### config.mk
export PLATFORM = sky130hd
export DESIGN_NAME = swr_supervisor
export DESIGN_NICKNAME = d
export VERILOG_FILES = /design/src/swr_pkg.sv /design/src/swr_sync.sv /design/src/swr_supervisor.sv
export SDC_FILE = /design/constraint.sdc
export NUM_CORES = 1
export LEC_CHECK = 0
export BUFFER_PORTS_ARGS = -buffer_cell sky130_fd_sc_hd__buf_2
export CORE_MARGIN = 2
export CORE_UTILIZATION = 42
export DETAILED_ROUTE_END_ITERATION = 8
export GPL_TIMING_DRIVEN = 0
export PLACE_DENSITY = 0.62
export SLEW_MARGIN = 20
export SYNTH_ARGS = -nofsm -noshare
export SYNTH_HDL_FRONTEND = slang
export SYNTH_SLANG_ARGS = --single-unit
### constraint.sdc
create_clock -name clk_in -period 2.7 [get_ports clk_in]
set_input_delay 0.27 -clock clk_in [delete_from_list [all_inputs] [get_ports clk_in]]
set_output_delay 0.27 -clock clk_in [all_outputs]
set_load 0.02 [all_outputs]
### src/swr_pkg.sv
// Purpose: Shared constants for the sensor reset and watchdog supervisor.
// Assumes: 40 MHz clock, one clock domain.
// Notes:   The watchdog timeout is a default; the top module takes it as a
//          parameter so a simulation can shorten it.
`default_nettype none
package swr_pkg;
  // ****************************************************************
  // Timing
  // ****************************************************************
  localparam int unsigned CLK_PERIOD_NS    = 25;
  localparam int unsigned WDOG_PERIOD_US   = 1000;
  localparam int unsigned WDOG_CYCLES      =
    (WDOG_PERIOD_US * 1000) / CLK_PERIOD_NS;
  localparam int unsigned IRQ_PULSE_NS     = 1000;
  localparam int unsigned IRQ_PULSE_CYCLES =
    (IRQ_PULSE_NS + CLK_PERIOD_NS - 1) / CLK_PERIOD_NS;
  localparam int unsigned WARM_HOLD_NS     = 2000;
  localparam int unsigned WARM_HOLD_CYCLES =
    (WARM_HOLD_NS + CLK_PERIOD_NS - 1) / CLK_PERIOD_NS;
  localparam int unsigned CNT_W            = 32;
  localparam int unsigned STRAP_WAIT_CYCLES = 2;

  // ****************************************************************
  // Reset values
  // ****************************************************************
  localparam logic RST_WDOG_EN   = 1'b0;
  localparam logic RST_KICK_LVL  = 1'b0;
  localparam logic RST_WARM_IND  = 1'b0;
  localparam logic RST_FAULT_OE  = 1'b0;

  typedef enum logic [1:0] {
    SWR_BOOT_UPDATE,
    SWR_BOOT_FUNCTIONAL
  } swr_boot_e;

  typedef enum {
    SWR_ST_BOOT,
    SWR_ST_RUN,
    SWR_ST_WARM
  } swr_state_e;
endpackage : swr_pkg
`default_nettype wire

### src/swr_sync.sv
// Purpose: Two-flop synchroniser for one pin level.
// Assumes: Input is asynchronous to clk_in.
// Notes:   First stage feeds only the second stage.
`default_nettype none
module swr_sync (
  // Clock and reset
  input  wire logic clk_in,
  input  wire logic reset_in,
  // Data
  input  wire logic async_in,
  output logic      sync_out
);
  logic meta_q;
  logic meta_d;
  logic sync_q;
  logic sync_d;

  always_comb begin
    meta_d = async_in;
    sync_d = meta_q;
  end

  always_ff @(posedge clk_in) begin
    if (reset_in) begin
      meta_q <= 1'b0;
      sync_q <= 1'b0;
    end else begin
      meta_q <= meta_d;
      sync_q <= sync_d;
    end
  end

  assign sync_out = sync_q;
endmodule // swr_sync
`default_nettype wire

### src/swr_supervisor.sv
// Purpose: Sensor-side reset, watchdog, boot and fault signalling logic.
// Assumes: reset_in is the synchronised external reset (low pin inverted).
// Notes:   Internal watchdog and external kick may both be used; the kick
//          toggles only when software asks and no blocked fault is active.
//
// Summary of operation
// - Missed internal watchdog restart triggers a warm reset of sensor.
// - Warm reset drives the soft restart indication output.
// - Detected internal error drives the fault indication output.
// - Soft restart indication clears once software has restarted.
// - Internal watchdog disabled after reset until software enables it.
// - Software toggles kick output toward external supervisor before timeout.
// - Optionally an active fault suppresses the kick toggle.
// - After boot the sensor pulses its attention interrupt to host.
// - Sensor samples boot_select to choose flash update or functional.
// - Fault output active low, open drain; pull-up holds idle level.
`default_nettype none
module swr_supervisor
  import swr_pkg::*;
#(
  parameter int unsigned WDOG_TIMEOUT = swr_pkg::WDOG_CYCLES
) (
  // Clock and reset
  input  wire logic clk_in,
  input  wire logic reset_in,
  // Boot strap pin
  input  wire logic boot_select_in,
  // Software controls from the main control cpu
  input  wire logic wdog_enable_in,
  input  wire logic wdog_restart_in,
  input  wire logic kick_request_in,
  input  wire logic fault_blocks_kick_in,
  input  wire logic boot_done_in,
  input  wire logic sw_restarted_in,
  input  wire logic fault_detect_in,
  // Status towards the control cpu
  output logic      boot_functional_out,
  output logic      warm_reset_req_out,
  // Pins
  output logic      watchdog_kick_out,
  output logic      soft_restart_indication_out,
  output logic      fault_indication_out,
  output logic      fault_indication_oe_out,
  output logic      sensor_attention_irq_out
);
  import swr_pkg::*;

  // ****************************************************************
  // Strap capture
  // ****************************************************************
  logic boot_sel_sync;
  swr_sync u_boot_sync (
    .clk_in   (clk_in),
    .reset_in (reset_in),
    .async_in (boot_select_in),
    .sync_out (boot_sel_sync)
  );

  swr_state_e     state_q,  state_d;
  logic           wdog_en_q, wdog_en_d;
  logic [CNT_W-1:0] wcnt_q, wcnt_d;
  logic [CNT_W-1:0] hold_q, hold_d;
  logic [CNT_W-1:0] irq_q,  irq_d;
  logic           strap_done_q, strap_done_d;
  logic [1:0]     strap_cnt_q, strap_cnt_d;
  logic           boot_fn_q, boot_fn_d;
  logic           kick_q, kick_d;
  logic           warm_q, warm_d;
  logic           wreq_q, wreq_d;
  logic           fault_oe_q, fault_oe_d;
  logic           irq_out_q, irq_out_d;
  logic           timeout;

  // Timeout only while armed; software must opt in after every reset
  assign timeout = wdog_en_q && (wcnt_q == CNT_W'(WDOG_TIMEOUT - 1));

  // ****************************************************************
  // Next state
  // ****************************************************************
  always_comb begin
    state_d      = state_q;
    wdog_en_d    = wdog_en_q;
    wcnt_d       = wcnt_q;
    hold_d       = hold_q;
    irq_d        = irq_q;
    strap_done_d = strap_done_q;
    strap_cnt_d  = strap_cnt_q;
    boot_fn_d    = boot_fn_q;
    kick_d       = kick_q;
    warm_d       = warm_q;
    wreq_d       = 1'b0;
    fault_oe_d   = fault_detect_in;
    irq_out_d    = (irq_q != '0);

    // Strap sampled once, first cycle after the sync has settled
    // Sync flops are reset too; wait until both hold the pin
    if (!strap_done_q) begin
      if (strap_cnt_q == 2'(STRAP_WAIT_CYCLES)) begin
        boot_fn_d    = boot_sel_sync;
        strap_done_d = 1'b1;
      end else begin
        strap_cnt_d = strap_cnt_q + 2'h1;
      end
    end

    // Kick toggles on request unless a fault is allowed to block it
    if (kick_request_in && !(fault_blocks_kick_in && fault_detect_in)) begin
      kick_d = ~kick_q;
    end

    if (irq_q != '0) begin
      irq_d = irq_q - CNT_W'(1);
    end

    case (state_q)
      SWR_ST_BOOT: begin
        if (boot_done_in) begin
          irq_d   = CNT_W'(IRQ_PULSE_CYCLES);
          state_d = SWR_ST_RUN;
        end
      end
      SWR_ST_RUN: begin
        if (wdog_enable_in) begin
          wdog_en_d = 1'b1;
        end
        if (!wdog_en_q || wdog_restart_in) begin
          wcnt_d = '0;
        end else begin
          wcnt_d = wcnt_q + CNT_W'(1);
        end
        if (timeout) begin
          state_d   = SWR_ST_WARM;
          warm_d    = 1'b1;
          wreq_d    = 1'b1;
          wdog_en_d = RST_WDOG_EN;
          wcnt_d    = '0;
          hold_d    = CNT_W'(WARM_HOLD_CYCLES);
        end
        // Set wins over a same-cycle restart clear
        if (warm_q && sw_restarted_in && !timeout) begin
          warm_d = 1'b0;
        end
      end
      SWR_ST_WARM: begin
        // Internal reset holds the cpu; then software reboots
        wreq_d = (hold_q != '0);
        if (hold_q != '0) begin
          hold_d = hold_q - CNT_W'(1);
        end else begin
          state_d = SWR_ST_BOOT;
        end
      end
      default: state_d = SWR_ST_BOOT;
    endcase

    // Indication outlives the reset until restart; clears in boot too
    if (state_q == SWR_ST_BOOT && warm_q && sw_restarted_in) begin
      warm_d = 1'b0;
    end
  end

  // ****************************************************************
  // Registers
  // ****************************************************************
  always_ff @(posedge clk_in) begin
    if (reset_in) begin
      state_q      <= SWR_ST_BOOT;
      wdog_en_q    <= RST_WDOG_EN;
      wcnt_q       <= '0;
      hold_q       <= '0;
      irq_q        <= '0;
      strap_done_q <= 1'b0;
      strap_cnt_q  <= '0;
      boot_fn_q    <= 1'b0;
      kick_q       <= RST_KICK_LVL;
      warm_q       <= RST_WARM_IND;
      wreq_q       <= 1'b0;
      fault_oe_q   <= RST_FAULT_OE;
      irq_out_q    <= 1'b0;
    end else begin
      state_q      <= state_d;
      wdog_en_q    <= wdog_en_d;
      wcnt_q       <= wcnt_d;
      hold_q       <= hold_d;
      irq_q        <= irq_d;
      strap_done_q <= strap_done_d;
      strap_cnt_q  <= strap_cnt_d;
      boot_fn_q    <= boot_fn_d;
      kick_q       <= kick_d;
      warm_q       <= warm_d;
      wreq_q       <= wreq_d;
      fault_oe_q   <= fault_oe_d;
      irq_out_q    <= irq_out_d;
    end
  end

  // Open drain: never drives high, pull-up gives idle level
  assign fault_indication_out        = 1'b0;
  assign fault_indication_oe_out     = fault_oe_q;
  assign watchdog_kick_out           = kick_q;
  assign soft_restart_indication_out = warm_q;
  assign sensor_attention_irq_out    = irq_out_q;
  assign boot_functional_out         = boot_fn_q;
  assign warm_reset_req_out          = wreq_q;
endmodule // swr_supervisor
`default_nettype wire

==> impl_metrics.yaml, run 1 <==
status:
  status: "complete, but fails checks"
  violations: "negative setup slack"
power:
  p_leak_nw: 2.40
  power_frac_clock: 0.180
  p_sw_mw: 3.30
  powerDensity_nw_per_um2: 1180
  combPwrFrac: 0.523
  total_power_mw: 7.85
  swShare: 0.420
  p_seq_frac: 0.296
  intPower_mw: 4.55
  ir_drop_mv: 1.07
worst_hold_path:
  min_path_type: "primary input to flop"
  whs_path_depth: 2
grt:
  grt_max_degree: 17
  grt_pass1_wl_mm: 23.7
  antenna_found_initial: 0
  track_usage: 0.204
  grt_pass1_vias: 4967
  overflow: 0
clock_network:
  cts_max_path_buffers: 2
  htreeDepth: 3
  postCtsHoldBufs: 0
  clock_sinks: 110
  clkLatencyLatePin_ns: 0.36
  cts_root_buf: "clkbuf_16"
  clk_pin_slew_ns: 0.07
  cts_tree: "built"
  cts_inserted_buffers: 9
critical_path:
  path_class: "flop to flop"
  cp_slowest_cell: "or4_4"
  reg2reg_depth: 9
  critical-path-top-delay-family: "simple AND/OR/NAND/NOR gates"
  ff2ff_setup_slack_ns: -0.16
  crit_cells: 9
  crit_chain: "or4_4, or3_4, or4_4, buf_6, o211ai_4, buf_6, buf_8, o31ai_1, a21oi_1"
  cpPeakStageDelay_ns: 0.60
  end_kind: "flop"
  cp.arrival_ns: 3.13
  critPathLaunchType: "flop"
  critPathBufInv: 3
  cp_max_fo: 7
  crit_required_ns: 2.98
routing:
  wire_per_inst_um: 15.5
  via_count: 5274
  drc: 0
  routed_via_density: 5.77
  drt_iter0_drc: 318
  ant_nets: 0
  drt_wl_total_mm: 14.2
  drt_pass1_iterations: 5
floorplan:
  initial_core_util: 0.426
  die_h_um: 119
  rows: 42
  coreArea_um2: 13100
  die-area_um2: 14200
  die_w_um: 119
  ioPinCount: 17
synth:
  synth_edf_count: 0
  yosysUniqueCellTypes: 59
  syn_area_um2: 5580
  synth_ff_type: "dfxtp_1"
  syn_nets: 707
  syn_avg_cell_area_um2: 8.11
  synthesis.instances: 688
  ys_warn_count: 0
  yosysSeqAreaShare: 0.395
  async_reset_ff_frac: 0
  ys_seq_elements: 110
timing:
  finalSetupViolations: 26
  finClkSkew_ns: 0.00729
  timing.setup.tns_ns: -1.93
  final_hold_viol_count: 0
  rsz0062_at_grt: "yes"
  max_slew_margin: 0.315
  fin_ws_ns: -0.156
  max_freq_mhz: 350
  finalMaxSlewViolations: 0
  post-route-period-util: 1.06
  worstMarginPinSlew_ns: 1.02
  fin_crit_ns: 2.86
layout:
  nNetsFinal: 753
  drive_above_1_share: 0.156
  area_delta_synth_final_pct: 19.4
  n_antenna_cell: 0
  n_fill_cell: 1233
  fin_cells: 914
  design_area_um2: 6660
placement:
  place_inst: 878
  dpl.hpwl_mm: 9.50
  io_buffer_count: 14
  place_area_um2: 5880
  gp_congestion: 0.909
job:
  maxCapViolCount: 0
registers in the layout (all words and copies together) (netlist names):
register	count
hold_q	32
irq_q	32
wcnt_q	32
state_q	2
strap_cnt_q	2
boot_functional_out	1
fault_indication_oe_out	1
sensor_attention_irq_out	1
soft_restart_indication_out	1
strap_done_q	1
u_boot_sync.meta_q	1
u_boot_sync.sync_out	1
warm_reset_req_out	1
watchdog_kick_out	1
wdog_en_q	1
cells by family (layout without fill, tap and decap cells):
logic type | Yosys count | count (layout) | synth area share
xor+xnor | 32 | 32 | 0.0502
compound gates | 144 | 144 | 0.161
buf+inv | 62 | 112 | 0.0473
flops | 110 | 110 | 0.395
fa+ha+maj | 9 | 9 | 0.0202
other cells | 1 | 1 | 0.000672
mux | 5 | 5 | 0.00897
simple gates | 325 | 325 | 0.317
cells in the mapped netlist (22+ instances only):
cell,instances,area share
or4_1,26,0.035
nor2_1,66,0.044
nand3_1,25,0.022
o21ai_0,34,0.031
a21oi_1,45,0.040
nor4_1,23,0.026
o31ai_1,22,0.030
nor3_1,28,0.025
clkbuf_1,33,0.022
nand2_1,55,0.037
or3_1,26,0.029
dfxtp_1,110,0.39
layout make-up:
cell class                      instances  area (um2)  area share
Multi-Input combinational cell        516        3340       0.501
Sequential cell                       110        2210       0.332
Timing Repair Buffer                   37         302      0.0453
Clock buffer                           11         233      0.0349
Tap cell                              176         220      0.0331
Buffer                                 39         206      0.0310
Inverter                               21        78.8      0.0118
Clock inverter                          4        72.6      0.0109
path summary, 6_finish.rpt:
kind | start | end
worst max-delay path | hold_q[15] | hold_q[15]
worst min-delay path | sw_restarted_in | soft_restart_indication_out
worst max register to register | hold_q[15] | hold_q[15]
worst min register to register | u_boot_sync.meta_q | u_boot_sync.sync_out
worst register-to-register path, delay by kind of cell, from the launching register on:
| kind | cells | cell delay (ns) |
|---|---|---|
| and+or+nand+nor | 3 | 1.58 |
| AOI/OAI and AO/OA | 3 | 0.39 |
| buffers and inverters | 3 | 0.46 |
| DFF | 1 | 0.36 |
power by group through the flow:
stage          logic [mW]  registers (mW)  clock network, mW
2_1_floorplan        2.81            2.27                  0
3_3_place_gp         3.42            2.30                  0
3_5_place_dp         3.50            2.32                  0
4_1_cts              3.83            2.30               1.44
5_1_grt              4.60            2.38               1.51
6_report             4.11            2.32               1.41
layer usage:
metal | wire (um) | global-route usage
met4 | 180 | 0.0751
met1 | 6700 | 0.279
met2 | 6510 | 0.318
met5 | 0 | 0
met3 | 801 | 0.0402
repair_timing:
action                     in CTS  in global routing
gates resized for setup        38                 32
pin swaps                      21                 18
setup buffers                  17                  5
cloned                          2                  0
setup endpoints to repair      74                 68
cell usage in the layout (no fill, tap or decap), types with 5 or more instances in the layout:
cell | netlist | layout
a211oi_1 | 9 | 9
nand4_1 | 20 | 20
o31ai_1 | 22 | 16
xnor2_1 | 13 | 13
nor3_1 | 28 | 26
dfxtp_2 | 0 | 5
and3_1 | 6 | 6
clkbuf_1 | 33 | 27
nor3b_1 | 6 | 5
buf_6 | 3 | 9
buf_2 | 1 | 14
inv_1 | 20 | 20
nand2b_1 | 7 | 7
ha_1 | 9 | 9
or4_1 | 26 | 24
or2_2 | 7 | 7
nand2_1 | 55 | 54
or3_1 | 26 | 24
xor2_1 | 19 | 19
nor2b_1 | 5 | 5
nand3_1 | 25 | 24
nor4b_1 | 5 | 5
clkbuf_16 | 0 | 9
nor4_1 | 23 | 18
mux2i_1 | 5 | 5
nor2_1 | 66 | 64
buf_4 | 2 | 16
a31oi_1 | 5 | 5
dfxtp_1 | 110 | 104
a21oi_1 | 45 | 41
o21ai_0 | 34 | 33
through the flow:
stage | util | hold WS, ns | setup WS (ns)
floorplan | - | 0.367 | 0.0380
finish | 0.509 | 0.112 | -0.156
global placement | 0.449 | 0.422 | -0.447
detailed placement | 0.449 | 0.424 | -0.450
CTS | 0.497 | 0.103 | -0.180
global route | 0.509 | 0.125 | -0.235
(Power assumes the default switching activity.)
==> run 2, diff against run 1 <==
Settings changed: CORE_ASPECT_RATIO set to 1.4.
==> run 2 against run 1 <==
  * The flow still finishes with violations (negative setup slack)
  * Register-to-register slack improved by 0.06 ns
  * Clock power decreased by 4%
  * Largest power group unchanged
  * Via count about the same
  * Non-clock buffer count increased by 4
  * Worst setup slack improved by 0.065 ns
  * Critical endpoint is now hold_q[1]
  * Global-route usage increased by 0.38 points
  * Power increased by 3.6%
  * Cell area increased by 2.1%
  * Clock skew increased by 0.0012 ns
  * Worst hold slack got worse by 0.026 ns
==> impl_metrics.yaml, run 2 (synthesis gave the netlist of run 1 again) <==
status:
  status: "complete, but fails checks"
  violations: "negative setup slack"
worst_hold_path:
  whs_path_depth: 2
  holdPathEnd: "soft_restart_indication_out"
  min_path_type: "primary input to flop"
  hold_start: "sw_restarted_in"
floorplan:
  initial_core_util: 0.431
  ioPinCount: 17
  coreArea_um2: 12900
  die_w_um: 101
  die-area_um2: 14200
  rows: 49
  die_h_um: 140
layout:
  n_antenna_cell: 0
  fin_cells: 921
  layout_common_cells: "103 x dfxtp_1, 65 x nor2_1, 54 x nand2_1"
  final_common_cell: "dfxtp_1"
  reg_top3: "hold_q x32, irq_q x32, wcnt_q x32"
  nNetsFinal: 757
  drive_above_1_share: 0.187
  area_delta_synth_final_pct: 21.9
grt:
  grt_pass1_vias: 5025
  use_met3: 0.0344
  top_usage_layer: "met2"
  overflow: 0
  grt_pass1_wl_mm: 23.9
  grt_max_degree: 22
  met2_usage: 0.373
  use_met1: 0.242
  track_usage: 0.207
  antenna_found_initial: 0
routing:
  drc: 0
  wire_per_inst_um: 16.2
  drt_iter0_drc: 221
  routed_via_density: 5.73
  drt_pass1_iterations: 5
  via_count: 5278
  drt_wl_total_mm: 14.9
  ant_nets: 0
power:
  powerDensity_nw_per_um2: 1190
  swShare: 0.441
  p_seq_frac: 0.288
  p_leak_nw: 2.46
  ir_drop_mv: 1.10
  intPower_mw: 4.54
  combPwrFrac: 0.545
  p_sw_mw: 3.58
  power_frac_clock: 0.167
critical_path:
  cp_max_fo: 7
  cp_slowest_cell: "or4b_4"
  path_class: "flop to flop"
  ff2ff_setup_slack_ns: -0.09
  cp.arrival_ns: 3.03
  critPathLaunchType: "flop"
  end_kind: "flop"
  crit_chain: "or4_4, or4b_4, or4_4, o211ai_4, buf_6, buf_8, mux2i_1, nor2_1"
  crit_required_ns: 2.94
  cpPeakStageDelay_ns: 0.55
  reg2reg_depth: 8
  crit-reg2reg-launch: "hold_q[24]"
  r2r-end: "hold_q[1]"
  cp_common_cell: "or4_4"
timing:
  fin_ws_ns: -0.0912
  finClkSkew_ns: 0.00849
  finalSetupViolations: 20
  post-route-period-util: 1.03
  max_freq_mhz: 358
  final_hold_viol_count: 0
  worstMarginPinSlew_ns: 0.986
  rsz0062_at_grt: "yes"
  max_slew_margin: 0.338
  fin_crit_ns: 2.79
  finalMaxSlewViolations: 0
  timing.hold.ws_ns: 0.0856
placement:
  dpl.hpwl_mm: 9.83
  io_buffer_count: 14
  gp_congestion: 0.849
  place_inst: 880
  place_ws_ns: -0.537
clock_network:
  clock_sinks: 110
  cts_max_path_buffers: 2
  postCtsHoldBufs: 0
  clkLatencyLatePin_ns: 0.36
  cts_inserted_buffers: 9
  htreeDepth: 3
  cts_tree: "built"
  clk_pin_slew_ns: 0.08
  cts_root_buf: "clkbuf_16"
job:
  maxCapViolCount: 0
[run 2: cell count changes in the layout (fill, tap and decap cells not counted), sizes merged]
cell	delta
clkbuf	-2
inv	+3
clkinv	+1
buf	+4
bufinv	-2
clkinvlp	+1
[run 2: routing by layer]
layer  share of wire  vias to the layer above  routed length [um]
li1                -                     2630                   -
met1            0.41                     2532                6180
met2            0.53                       96                7920
met3           0.038                       20                 573
met4           0.017                        0                 250
met5               0                        -                   0
[run 2: worst max-delay path: cells and delay by family (launching register included)]
kind | cells | cell delay (ns)
simple gates | 4 | 1.61
compound gates | 1 | 0.21
buf+inv | 2 | 0.29
mux | 1 | 0.20
flops | 1 | 0.36
[run 2: worst max-delay path by stage]
| stage | start | end | slack [ns] | cells after the start |
|---|---|---|---|---|
| final | hold_q[24] | hold_q[1] | -0.09 | 8 |
| after global routing | hold_q[24] | hold_q[14] | -0.13 | 8 |
| after CTS | hold_q[23] | hold_q[1] | -0.08 | 8 |
| after detailed placement | wcnt_q[0] | hold_q[31] | -0.54 | 9 |
| after global placement | hold_q[4] | hold_q[1] | -0.47 | 8 |
| after floorplan | hold_q[14] | hold_q[4] | 0.04 | 7 |
[run 2: final cells by class]
cell class,instances,area [um2]
Sequential cell,110,2220
Clock buffer,9,225
Inverter,21,78.8
Clock inverter,7,76.3
Buffer,39,216
Tap cell,178,223
Timing Repair Buffer,41,340
Fill cell,1209,6130
Multi-Input combinational cell,516,3430
[run 2: what timing repair did]
item	4_1_cts	5_1_grt
pin swaps	7	37
resized for setup	34	68
gates cloned	2	2
setup endpoints to repair	75	77
setup buffers	13	10
[run 2: through the flow]
stage               utilization  setup TNS (ns)  total power [mW]  instance area, um2
finish                    0.526          -0.758              8.12                6800
global route              0.526           -2.18              8.72                6800
CTS                       0.498          -0.484              7.53                6440
detailed placement        0.454          -21.18              5.87                5880
global placement          0.454          -18.70              5.72                5870
floorplan                     -               0              5.07                5580
[run 2: power by group through the flow]
stage               Clock, mW  Combinational, mW  Sequential [mW]
finish                   1.35               4.43             2.34
detailed placement          0               3.54             2.33
floorplan                   0               2.81             2.27
global route             1.43               4.90             2.39
global placement            0               3.42             2.31
CTS                      1.37               3.85             2.31
==> run 3, diff against run 2 <==
Settings changed: CTS_CLUSTER_SIZE set to 25.
Clock period 2.7 ns to 2.3 ns, I/O delays scaled along.
==> run 3 against run 2 <==
  * The flow still finishes with violations (negative setup slack)
  * Critical path depth did not move
  * Cell area rose by 5.8%
  * Non-clock buffer count rose by 26
  * Sequential power rose by 18%
  * Via count rose by 3.6%
  * Clock-buffer cell count did not move
  * Combinational power rose by 31%
  * Sequential share of layout area fell by 1.5 points
  * Critical path type unchanged
  * Largest power group unchanged
==> impl_metrics.yaml, run 3 (synthesis gave the netlist of run 1 again) <==
clock_network:
  clkLatencyLatePin_ns: 0.35
  clk_pin_slew_ns: 0.07
  cts_tree: "built"
  htreeDepth: 3
  cts_max_path_buffers: 2
  clock_sinks: 110
  cts_inserted_buffers: 9
  cts_root_buf: "clkbuf_16"
grt:
  track_usage: 0.220
  grt_pass1_wl_mm: 25.7
  antenna_found_initial: 0
  grt_pass1_vias: 5361
  grt_max_degree: 19
  overflow: 0
critical_path:
  crit_required_ns: 2.54
  cp_common_cell: "or4_4"
  cp.arrival_ns: 3.08
  cpPeakStageDelay_ns: 0.54
  critPathLaunchType: "flop"
  path_class: "flop to flop"
  cp_slowest_cell: "or4b_4"
  cp_max_fo: 5
  crit_chain: "or4_4, or4b_4, or4_4, o211ai_4, buf_6, buf_12, nor4_1, a311o_1"
  end_kind: "flop"
layout:
  nNetsFinal: 783
  n_antenna_cell: 0
  area_delta_synth_final_pct: 29.0
  reg_top3: "hold_q x32, irq_q x32, wcnt_q x32"
  n_fill_cell: 1144
  layout_common_cells: "95 x dfxtp_1, 65 x nor2_1, 53 x nand2_1"
  fin_cells: 947
  drive_above_1_share: 0.239
  final_common_cell: "dfxtp_1"
floorplan:
  ioPinCount: 17
  coreArea_um2: 12900
  rows: 49
  die-area_um2: 14200
  initial_core_util: 0.431
  die_w_um: 101
  die_h_um: 140
timing:
  fin_ws_ns: -0.543
  finalMaxSlewViolations: 0
  finalSetupViolations: 41
  max_freq_mhz: 352
  fin_crit_ns: 2.84
  worstMarginPinSlew_ns: 1.11
  finClkSkew_ns: 0.0115
  post-route-period-util: 1.24
  final_hold_viol_count: 0
  rsz0062_at_grt: "yes"
  max_slew_margin: 0.255
status:
  violations: "negative setup slack"
  status: "complete, but fails checks"
routing:
  ant_nets: 0
  drt_iter0_drc: 352
  drt_wl_total_mm: 15.6
  drc: 0
  drt_pass1_iterations: 7
  via_count: 5470
  routed_via_density: 5.78
  wire_per_inst_um: 16.4
placement:
  gp_congestion: 0.904
  io_buffer_count: 14
  dpl.hpwl_mm: 10.1
  place_inst: 880
power:
  p_leak_nw: 2.70
  total_power_mw: 10.3
  powerDensity_nw_per_um2: 1430
  ir_drop_mv: 1.63
worst_hold_path:
  min_path_type: "primary input to flop"
job:
  maxCapViolCount: 0
[run 3: path summary, 6_finish.rpt]
kind / startpoint / end / slack [ns] / cells past startpoint
max: hold_q[23] / hold_q[4] / -0.54 / 8
min reg2reg: u_boot_sync.meta_q / u_boot_sync.sync_out / 0.44 / 1
min: sw_restarted_in / soft_restart_indication_out / 0.06 / 2
max reg2reg: hold_q[23] / hold_q[4] / -0.54 / 8
[run 3: worst max-delay path: cells and delay by family, from the launching register on]
kind                   cells  cell delay, ns
buffers and inverters      2            0.26
AOI/OAI and AO/OA          2            0.51
DFF                        1            0.35
and+or+nand+nor            4            1.62
[run 3: layout make-up]
cell class,count,area [um2],share of cell area
repair buffers,74,609,0.0847
well taps,178,223,0.0310
inverters,21,78.8,0.0110
clock inverters,7,97.6,0.0136
plain buffers,32,228,0.0317
flip-flops and latches,110,2230,0.310
multi-input cells,516,3500,0.486
clock buffers,9,225,0.0313
[run 3: metrics by stage]
step	cell area, um2	setup WS, ns	util	TNS, ns	hold WS, ns
2_1_floorplan	5620	-0.321	-	-5.88	0.327
3_3_place_gp	5910	-0.871	0.457	-41.84	0.416
3_5_place_dp	5910	-0.906	0.457	-44.10	0.418
4_1_cts	6890	-0.470	0.533	-14.30	0.0467
5_1_grt	7190	-0.579	0.556	-18.98	0.0686
6_report	7190	-0.543	0.556	-14.95	0.0638
[run 3: where the power goes]
part,switching (mW),internal [mW]
Sequential,0.446,2.32
Combinational,3.13,2.68
Clock,0.727,0.959
Total,4.30,5.95
[run 3: metal layers]
metal	vias up	global-route usage	part of all wire
met3	31	0.0369	0.039
met4	0	0.0740	0.023
met2	133	0.391	0.53
met5	-	0	0
li1	2681	-	-
met1	2625	0.263	0.41
[run 3: repair_timing]
| item | 4_1_cts | 5_1_grt |
|---|---|---|
| pin swaps | 33 | 13 |
| endpoints found under the setup margin | 98 | 91 |
| buffers inserted | 39 | 15 |
| hold buffers | 0 | 0 |
| cloned | 4 | 2 |
| gates resized for setup | 82 | 41 |
